--- src/include/rcf_pkg.sv ---
// Constants shared by the reset cause flag block
package rcf_pkg;
    localparam int RCF_ADDR_W = 20;
    localparam int RCF_DATA_W = 8;
    localparam int RCF_NUM_SRC = 3;
    localparam logic [19:0] RCF_ADDR = 20'hFFFA8;
    localparam int RCF_BIT_TRAP = 7;
    localparam int RCF_BIT_WDT = 4;
    localparam int RCF_BIT_LVD = 0;
    localparam logic [7:0] RCF_ILLEGAL_OPCODE = 8'hFF;
    localparam logic [2:0] RCF_FLAGS_RESET = 3'h0;
    localparam logic [7:0] RCF_RDATA_RESET = 8'h00;
    // Fill used for the bits whose value is not defined
    localparam logic [7:0] RCF_UNDEF_FILL = 8'h00;
    // Source index inside the flag vector
    localparam int RCF_SRC_LVD = 0;
    localparam int RCF_SRC_WDT = 1;
    localparam int RCF_SRC_TRAP = 2;
endpackage

--- src/rtl/rcf_top.sv ---
// Reset cause flag register with its read port and source capture
`timescale 1ns/10ps
// Function
// - The pin reset and the power-on-clear reset clear all three flags; a read clears each flag whose source is not active in that cycle.
// - Executing opcode FFH raises an internal reset and sets bit 7, keeping the other flags.
// - A watchdog reset sets bit 4 and keeps the other two flags.
// - A low-voltage reset sets bit 0 and keeps the other two flags.
// - Bits 6, 5, 3, 2 and 1 carry no defined value and software must mask them; this block reads them as 0 (RCF_UNDEF_FILL).
// - The register is read-only at FFFA8H and its value after reset depends on the source.
// - Under a debug emulator the illegal opcode raises no reset.
module rcf_top
    import rcf_pkg::*;
(
    input wire logic i_clk,
    input wire logic i_rst,
    input wire logic i_ce,
    input wire logic i_reset_pin,
    input wire logic i_wdt_reset,
    input wire logic i_lvd_reset,
    input wire logic i_exec_valid,
    input wire logic [7:0] i_exec_opcode,
    input wire logic i_emulation,
    input wire logic [RCF_ADDR_W-1:0] i_bus_addr,
    input wire logic i_bus_rd,
    input wire logic i_bus_wr,
    output logic [RCF_DATA_W-1:0] o_bus_rdata,
    output logic o_bus_ack,
    output logic o_bus_wr_ignored,
    output logic o_trap_reset,
    output logic [RCF_NUM_SRC-1:0] o_flags
);
    logic trap;
    logic hit;
    logic rd_clear;
    logic [RCF_NUM_SRC-1:0] src_set;
    logic [RCF_NUM_SRC-1:0] flags_q;
    logic [RCF_NUM_SRC-1:0] flags_d;
    logic [RCF_DATA_W-1:0] rdata_q;
    logic [RCF_DATA_W-1:0] rdata_d;
    logic ack_q;
    logic ack_d;
    logic wr_ign_q;
    logic wr_ign_d;

    rcf_trap_detect u_trap (
        .i_clk(i_clk),
        .i_rst(i_rst),
        .i_ce(i_ce),
        .i_exec_valid(i_exec_valid),
        .i_exec_opcode(i_exec_opcode),
        .i_emulation(i_emulation),
        .o_trap(trap)
    );

    assign hit = (i_bus_addr == RCF_ADDR);
    assign rd_clear = i_bus_rd && hit;
    assign src_set[RCF_SRC_LVD] = i_lvd_reset;
    assign src_set[RCF_SRC_WDT] = i_wdt_reset;
    assign src_set[RCF_SRC_TRAP] = trap;

    // Each flag listens only to its own source and holds for the others
    for (genvar g = 0; g < RCF_NUM_SRC; g++) begin : g_flag
        always_comb begin
            flags_d[g] = flags_q[g];
            if (i_ce) begin
                if (i_reset_pin) begin
                    flags_d[g] = 1'b0;
                end else if (src_set[g]) begin
                    // A source event beats a read in the same cycle
                    flags_d[g] = 1'b1;
                end else if (rd_clear) begin
                    flags_d[g] = 1'b0;
                end
            end
        end
    end

    always_comb begin
        rdata_d = rdata_q;
        ack_d = 1'b0;
        wr_ign_d = 1'b0;
        if (i_ce) begin
            if (rd_clear) begin
                // Capture uses the old flags; clearing lands on the same edge
                rdata_d = RCF_UNDEF_FILL;
                rdata_d[RCF_BIT_TRAP] = flags_q[RCF_SRC_TRAP];
                rdata_d[RCF_BIT_WDT] = flags_q[RCF_SRC_WDT];
                rdata_d[RCF_BIT_LVD] = flags_q[RCF_SRC_LVD];
                ack_d = 1'b1;
            end
            // Writes have no effect; flagged so a driver bug is visible
            wr_ign_d = i_bus_wr && hit;
        end
    end

    always_ff @(posedge i_clk) begin
        if (i_rst) begin
            flags_q <= RCF_FLAGS_RESET;
            rdata_q <= RCF_RDATA_RESET;
            ack_q <= 1'b0;
            wr_ign_q <= 1'b0;
        end else begin
            flags_q <= flags_d;
            rdata_q <= rdata_d;
            ack_q <= ack_d;
            wr_ign_q <= wr_ign_d;
        end
    end

    assign o_bus_rdata = rdata_q;
    assign o_bus_ack = ack_q;
    assign o_bus_wr_ignored = wr_ign_q;
    assign o_trap_reset = trap;
    assign o_flags = flags_q;
endmodule

--- src/rtl/rcf_trap_detect.sv ---
// Illegal opcode detector that raises the trap reset request
`timescale 1ns/10ps
module rcf_trap_detect
    import rcf_pkg::*;
(
    input wire logic i_clk,
    input wire logic i_rst,
    input wire logic i_ce,
    input wire logic i_exec_valid,
    input wire logic [7:0] i_exec_opcode,
    input wire logic i_emulation,
    output logic o_trap
);
    logic trap_q;
    logic trap_d;

    always_comb begin
        trap_d = trap_q;
        if (i_ce) begin
            // Under a debug emulator the opcode is a break, not a reset
            trap_d = i_exec_valid && (i_exec_opcode == RCF_ILLEGAL_OPCODE)
                     && !i_emulation;
        end
    end

    always_ff @(posedge i_clk) begin
        if (i_rst) begin
            trap_q <= 1'b0;
        end else begin
            trap_q <= trap_d;
        end
    end

    assign o_trap = trap_q;
endmodule

--- config.mk ---
export PLATFORM = sky130hd
export DESIGN_NAME = rcf_top
export DESIGN_NICKNAME = d
export VERILOG_FILES = /design/src/include/rcf_pkg.sv /design/src/rtl/rcf_top.sv /design/src/rtl/rcf_trap_detect.sv
export SDC_FILE = /design/constraint.sdc
export NUM_CORES = 1
export LEC_CHECK = 0
export ABC_AREA = 0
export CORE_AREA = 8 8 45 47
export DETAILED_ROUTE_END_ITERATION = 6
export DIE_AREA = 0 0 53 55
export DONT_BUFFER_PORTS = 1
export MAX_ROUTING_LAYER = met4
export SETUP_SLACK_MARGIN = 0.02
export SYNTH_ARGS = -nofsm -noshare
export SYNTH_HDL_FRONTEND = slang
export SYNTH_HIERARCHICAL = 1
export SYNTH_SLANG_ARGS = --single-unit
--- constraint.sdc ---
create_clock -name i_clk -period 1.7 [get_ports i_clk]
set_clock_uncertainty 0.05 [all_clocks]
set_input_delay 0.17 -clock i_clk [delete_from_list [all_inputs] [get_ports i_clk]]
set_output_delay 0.17 -clock i_clk [all_outputs]
set_load 0.02 [all_outputs]
==> flow_summary.ini, run 1 <==
[status]
status = completed

[sta]
finalCritPeriodShare_pct = 82.4
final-setup-viol-count = 0
slew_viol_final = 0
tns_ps = 0
fmax_mhz = 714
rsz0062_at_grt = no
whs_ps = 11.9
fin_crit_ps = 1400
final_hold_viol_count = 0

[synthesis]
netlist_area_sq_um = 477
syn_inst = 56
avgSynthCellArea_sq_um = 8.51
ys_seq_area_share_pct = 37.8
synth_area_leaders = dfxtp_1, buf_4, nand4_1, a21oi_1, nor3_1
yosysTopAreaCell = dfxtp_1
yosys_warnings = 6
synth_seq_cells = 9
synth_cell_types = 21
synth_top_area_share_pct = 37.8

[job]
cap_violations = 0

[worst_setup_path]
path_class = primary input to flip-flop
cpPeakStageDelay_ps = 560
cp_cell_sequence = dlygate4sd3_1, nand2_1, or3_1, o21ai_1, a21oi_1
reg2reg_depth = 2
end_kind = flip-flop
cp_max_fo = 8
critPathSlowestCell = dlygate4sd3_1
reg2reg_to = o_flags[2]
crit_family = buffers and inverters
setup.worst_path.start_class = primary input
reg2reg_from = u_trap/o_trap
required_ps = 1800
critPathArrivalTime_ps = 1500
crit_buf_inv = 1
regToRegSetupSlack_ps = 800

[worst_hold_path]
hold_end = o_bus_ack
hold_path_depth = 2
min_from = i_bus_addr[13]
hold_path_class = primary input to flip-flop

[layout]
final_common_cell = dfxtp_1
area_growth_syn_to_layout_pct = 13.4
fin_cells = 79
multiInputGateArea_sq_um = 274
nets = 102
regArea_sq_um = 180
final_cell_mix = dfxtp_1, nand4_1, a21oi_1, nor3_1, conb_1
nFillCells = 160
antennaDiodeCount = 0
layout-drive-gt1-share_pct = 9.52

[die]
die_y_microns = 55
start_util_pct = 34.4
ios = 52
dieArea_sq_mm = 0.00292
rows = 14
core_area_sq_mm = 0.00138
die_w_microns = 53

[clock_network]
cts_buffers = 3
clock_tree.buffer_depth = 2
clock-sinks = 9
clk_latency_ps = 260
clk_pin_slew_worst_paths_ps = 60
cts_root_buf = clkbuf_4
cts_tree = built
htreeDepth = 1
cts_setup_buffers = 0

[power]
ir_drop_mv = 0.262
power_frac_clock_pct = 39.8
power.leakage_nw = 0.170
power.total_mw = 0.428
internal-power_mw = 0.321
p_comb_share_pct = 8.9
p_switching_mw = 0.107
power.share.switching_pct = 25.0
p_seq_share_pct = 51.2
power_density_mw_per_mm2 = 792

[detailed_routing]
first_iter_violations = 5
dr_total_vias = 464
via_per_inst = 5.87
drc = 0
ant_nets = 0
detail_route.wl_per_cell_microns = 18.9
totalWireLength_microns = 1500
firstDrtPassIters = 4

[global_route]
grt_overflow = 0
antenna_found_initial = 0
grt_pass1_wl_microns = 2220
track_usage_pct = 10.6
grt_pass1_vias = 494
grt_max_degree = 9

[placement]
port-buffer-count = 0
gp_congestion = 0.790
hpwlAfterDp_microns = 1230
place_inst = 71
==> layer usage <==
layer	vias up	track usage, %	wire length (microns)
met2	46	15.2	616
li1	222	-	-
met1	191	11.3	574
met4	0	9.05	51
met3	5	3.74	255
met5	-	-	0
==> synth_stat cells (all sizes together) <==
cell and count:
nor3 6, or4 1, o32ai 1, nand2b 1, conb 1, nand4 6
nand2 4, dfxtp 9, nor4 1, nor2 3, a21oi 6, nand4bb 1
o21ai 3, buf 5, and2 1, or4b 1, nand4b 2, and4b 1
or3 1, nand3 1, a21o 1
==> through the flow <==
| stage | cell area, sq um | utilization, % | worst slack, ps |
|---|---|---|---|
| floorplan | 492 | - | 92.1 |
| global placement | 474 | 34.3 | 55.4 |
| detailed placement | 474 | 34.3 | 47.4 |
| CTS | 541 | 39.1 | 307 |
| global route | 541 | 39.1 | 208 |
| finish | 541 | 39.1 | 300 |
==> what timing repair did <==
| item | CTS | global route |
|---|---|---|
| hold buffers | 4 | 0 |
| hold endpoints to repair | 6 | 0 |
| gates resized for setup | 0 | 0 |
==> cell type report <==
type	count	share of cell area, %
Multi-Input combinational cell	46	50.7
Clock buffer	4	4.86
Tap cell	16	3.70
Timing Repair Buffer	4	7.41
Sequential cell	9	33.3
==> how the worst max path moves through the flow <==
stage / depth (start not counted) / slack, ps / startpoint / to
2_1_floorplan: 4 / 90 / i_bus_addr[1] / o_flags[0]
3_3_place_gp: 4 / 60 / i_bus_addr[1] / o_flags[0]
3_5_place_dp: 4 / 50 / i_bus_addr[1] / o_flags[2]
4_1_cts: 5 / 310 / i_ce / o_bus_rdata[0]
5_1_grt: 5 / 210 / i_ce / o_bus_rdata[4]
6_report: 5 / 300 / i_ce / o_bus_rdata[0]
==> sequential cells by signal, summed over array words and instances, names as in the netlist <==
register,cells
o_bus_rdata,3
o_flags,3
o_bus_ack,1
o_bus_wr_ignored,1
u_trap/o_trap,1
==> power groups by stage <==
stage	combinational [mW]	sequential (mW)	clock, mW
after floorplan	0.0357	0.223	0
final	0.0383	0.219	0.170
after global placement	0.0284	0.224	0
after CTS	0.0379	0.220	0.174
after global routing	0.0419	0.220	0.186
after detailed placement	0.0287	0.225	0
==> cell families after synthesis <==
| logic type | synth area share [%] |
|---|---|
| buffers and inverters | 7.87 |
| AOI/OAI and AO/OA | 12.9 |
| DFF | 37.8 |
| and+or+nand+nor | 40.7 |
| other | 0.787 |
No activity file was read; power rests on OpenSTA's default activity.
==> inputs of run 2 (changes only) <==
==> constraint.sdc (replaced) <==
create_clock -name i_clk -period 1.35 [get_ports i_clk]
set_clock_uncertainty 0.05 [all_clocks]
set_input_delay 0.135 -clock i_clk [delete_from_list [all_inputs] [get_ports i_clk]]
set_output_delay 0.135 -clock i_clk [all_outputs]
set_load 0.02 [all_outputs]
==> flow_summary.ini, run 2 (synthesis results as in run 1) <==
[detailed_routing]
ant_nets = 0
drc = 0
dr_wl_met2_microns = 655
firstDrtPassIters = 4
routed.top_layer = met4
totalWireLength_microns = 1490
via_per_inst = 5.83
first_iter_violations = 7
dr_total_vias = 472
detail_route.wl_per_cell_microns = 18.4
drt-met1-wl_microns = 585
wl_met3_microns = 221

[sta]
fmax_mhz = 782
whs_ps = -2.94
fin_crit_ps = 1280
final-setup-viol-count = 0
setup_slack_ps = 70.7
final_hold_viol_count = 1
slew_viol_final = 0
rsz0062_at_grt = no
finalCritPeriodShare_pct = 94.8

[global_route]
track_usage_pct = 10.6
grt_pass1_wl_microns = 2230
grt_overflow = 0
grt_pass1_vias = 532
grt_max_degree = 10
antenna_found_initial = 0

[clock_network]
ctsResizeCount = 0
clock_tree.buffer_depth = 2
cts_root_buf = clkbuf_4
clock-sinks = 9
cts_buffers = 3
clk_latency_ps = 260
htreeDepth = 1
clk_pin_slew_worst_paths_ps = 60
cts_tree = built
cts_setup_buffers = 0

[worst_setup_path]
regToRegSetupSlack_ps = 440
critPathArrivalTime_ps = 1380
reg2reg_depth = 2
critPathSlowestCell = or4b_4
cp_max_fo = 6
path_depth = 4
crit_family = simple AND/OR/NAND/NOR gates
reg2reg_to = o_flags[2]
reg2reg_from = u_trap/o_trap
cp_cell_sequence = or4b_4, or4_4, nor3_2, nor3_1
required_ps = 1450
end_kind = flip-flop
setup.worst_path.start_class = primary input
crit_buf_inv = 0
path_class = primary input to flip-flop
cpPeakStageDelay_ps = 520

[die]
die_w_microns = 53
rows = 14
core_area_sq_mm = 0.00138
ios = 52
die_y_microns = 55
dieArea_sq_mm = 0.00292
start_util_pct = 34.4

[placement]
hpwlAfterDp_microns = 1240
gp_congestion = 0.776
postPlaceCellArea_sq_um = 504
place_ws_ps = -205
port-buffer-count = 0

[power]
power.leakage_nw = 0.179
power.total_mw = 0.533
power_density_mw_per_mm2 = 935
ir_drop_mv = 0.228

[layout]
layout-drive-gt1-share_pct = 16.9
design_area_sq_um = 571
final_common_cell = dfxtp_1
area_growth_syn_to_layout_pct = 19.7
postLayoutCoreUtil_pct = 41.2
nets = 104
final_cell_mix = dfxtp_1, nand4_1, a21oi_1
antennaDiodeCount = 0

[worst_hold_path]
hold_path_class = primary input to flip-flop
hold_path_depth = 2
min_from = i_wdt_reset
hold_end = o_flags[1]

[status]
violations = negative hold slack
status = complete, but fails checks

[job]
cap_violations = 0
==> run 2: cell types whose count changed in the layout (fill, tap and decap cells not counted) <==
cell	previous run	this run
nor3_1	6	3
nor3_2	0	3
buf_4	0	2
==> run 2: per-layer routing <==
metal,vias to the layer above,track usage [%]
li1,223,-
met1,201,11.8
met2,44,16.0
met3,4,2.94
met4,0,7.76
met5,-,-
==> run 2: per-stage QoR <==
stage / std cells / TNS, ps / hold slack, ps
CTS: 81 / 0 / 0.331
floorplan: 60 / -834 / 154
detailed placement: 73 / -1070 / 157
global placement: 73 / -1020 / 156
global route: 81 / 0 / 1.87
finish: 81 / 0 / -2.94
==> run 2: worst reg2reg max path, stage by stage (launching register included) <==
cell and delay [ps]:
dfxtp_1 510, a21oi_1 120, nor3_1 160
==> run 2: repair_timing <==
action,CTS,global route
endpoints found under the hold margin,6,0
hold buffers,4,0
endpoints found under the setup margin,0,0
==> run 2: worst max path at each step <==
stage	from	endpoint	slack, ps
after floorplan	i_bus_addr[1]	o_flags[0]	-150
after global placement	i_bus_addr[1]	o_flags[0]	-190
after detailed placement	i_bus_addr[1]	o_flags[0]	-210
after CTS	i_bus_addr[1]	o_flags[0]	70
after global routing	i_bus_addr[1]	o_bus_rdata[4]	40
final	i_bus_addr[1]	o_flags[0]	70
==> run 2: layout make-up <==
class / instances / area (sq um)
clock buffers: 4 / 26.3
fillers: 150 / 813
well taps: 16 / 20.0
multi-input cells: 46 / 289
repair buffers: 6 / 55.1
flip-flops and latches: 9 / 180
==> run 2: where the power goes <==
part / switching (mW) / internal, mW
clock: 0.0937 / 0.114
combinational: 0.0272 / 0.0220
sequential: 0.00787 / 0.269
total: 0.129 / 0.405
==> inputs of run 3 (changes only) <==
--- a/config.mk
+++ b/config.mk
@@ -6,9 +6,9 @@
 export NUM_CORES = 1
 export LEC_CHECK = 0
 export ABC_AREA = 0
-export CORE_AREA = 8 8 45 47
+export CORE_MARGIN = 8
+export CORE_UTILIZATION = 25
 export DETAILED_ROUTE_END_ITERATION = 6
-export DIE_AREA = 0 0 53 55
 export DONT_BUFFER_PORTS = 1
 export MAX_ROUTING_LAYER = met4
 export SETUP_SLACK_MARGIN = 0.02
==> flow_summary.ini, run 3 (synthesis results as in run 1) <==
[global_route]
antenna_found_initial = 0
track_usage_pct = 9.28
grt_pass1_wl_microns = 2370
grt_overflow = 0
grt_pass1_vias = 510
grt_max_degree = 10

[layout]
final_cell_mix = dfxtp_1, nand4_1, a21oi_1
final_common_cell = dfxtp_1
antennaDiodeCount = 0
nets = 104
layout-drive-gt1-share_pct = 16.9
design_area_sq_um = 582
postLayoutCoreUtil_pct = 33.0
area_growth_syn_to_layout_pct = 22.0
nFillCells = 196

[worst_setup_path]
end_kind = flip-flop
reg2reg_from = u_trap/o_trap
crit_buf_inv = 0
reg2reg_to = o_flags[2]
setup.worst_path.start_class = primary input
regToRegSetupSlack_ps = 360
cp_cell_sequence = or4b_4, or4_4, nor3_2, nor3_1
critPathSlowestCell = or4b_4
cpPeakStageDelay_ps = 520
reg2reg_depth = 2
crit_family = simple AND/OR/NAND/NOR gates
critPathArrivalTime_ps = 1360
path_class = primary input to flip-flop
required_ps = 1450
cp_max_fo = 6

[clock_network]
clk_latency_ps = 260
clock-sinks = 9
clock_tree.buffer_depth = 2
htreeDepth = 1
clk_pin_slew_worst_paths_ps = 60
cts_buffers = 3
cts_tree = built
cts_setup_buffers = 0
cts_root_buf = clkbuf_4

[sta]
final_hold_viol_count = 1
tns_ps = 0
finalCritPeriodShare_pct = 93.4
fin_crit_ps = 1260
whs_ps = -0.523
final-setup-viol-count = 0
fmax_mhz = 793
slew_viol_final = 0
rsz0062_at_grt = no

[job]
cap_violations = 0

[placement]
port-buffer-count = 0
postPlaceCellArea_sq_um = 515
hpwlAfterDp_microns = 1320
gp_congestion = 0.681

[power]
power.total_mw = 0.535
power.leakage_nw = 0.179
power_density_mw_per_mm2 = 920
ir_drop_mv = 0.366

[die]
die_y_microns = 59.7
start_util_pct = 27.0
die_w_microns = 59.7
ios = 52
dieArea_sq_mm = 0.00356
core_area_sq_mm = 0.00176
rows = 15

[detailed_routing]
drc = 0
detail_route.wl_per_cell_microns = 18.2
dr_total_vias = 463
firstDrtPassIters = 4
first_iter_violations = 10
via_per_inst = 5.14
ant_nets = 0
totalWireLength_microns = 1640

[status]
violations = negative hold slack
status = complete, but fails checks

[worst_hold_path]
hold_end = o_flags[1]
min_from = i_wdt_reset
hold_path_depth = 2
hold_path_class = primary input to flip-flop
run 3: cell counts in the layout (fill, tap and decap cells not counted):
No cell type changed its count.
run 3: cell type report:
| class | instances | area (sq um) | area share (%) |
|---|---|---|---|
| timing repair buffer | 6 | 55.1 | 9.46 |
| clock buffer | 4 | 26.3 | 4.52 |
| multi-input combinational | 46 | 289 | 49.7 |
| sequential | 9 | 180 | 31.0 |
| tap | 25 | 31.3 | 5.38 |
run 3: worst max path at each step:
| stage | from | to | slack [ps] | cells past startpoint |
|---|---|---|---|---|
| after floorplan | i_bus_addr[1] | o_flags[0] | -150 | 4 |
| after global placement | i_bus_addr[1] | o_bus_rdata[7] | -180 | 4 |
| after detailed placement | i_bus_addr[1] | o_flags[1] | -190 | 4 |
| after CTS | i_bus_addr[1] | o_flags[0] | 90 | 4 |
| after global routing | i_bus_addr[1] | o_flags[0] | 50 | 4 |
| final | i_bus_addr[1] | o_flags[0] | 90 | 4 |
run 3: stage by stage:
| stage | std cells | setup WS, ps |
|---|---|---|
| after floorplan | 60 | -152 |
| after global placement | 82 | -182 |
| after detailed placement | 82 | -189 |
| after CTS | 90 | 86.7 |
| after global routing | 90 | 45.3 |
| final | 90 | 88.9 |
run 3: timing repair:
item,in CTS,in global routing
hold buffers,4,0
gates resized for setup,0,0
endpoints found under the hold margin,6,0
run 3: routing by layer:
layer,track usage [%],part of all wire [%],up-vias
met1,9.51,36,200
met2,14.2,49,37
met5,-,0,-
met4,3.06,0.49,0
li1,-,-,224
met3,6.00,15,2
run 3: power breakdown:
group / internal (mW) / switching (mW) / leakage [nW]
clock: 0.114 / 0.0950 / 0.0150
sequential: 0.269 / 0.00770 / 0.0728
combinational: 0.0220 / 0.0274 / 0.0914
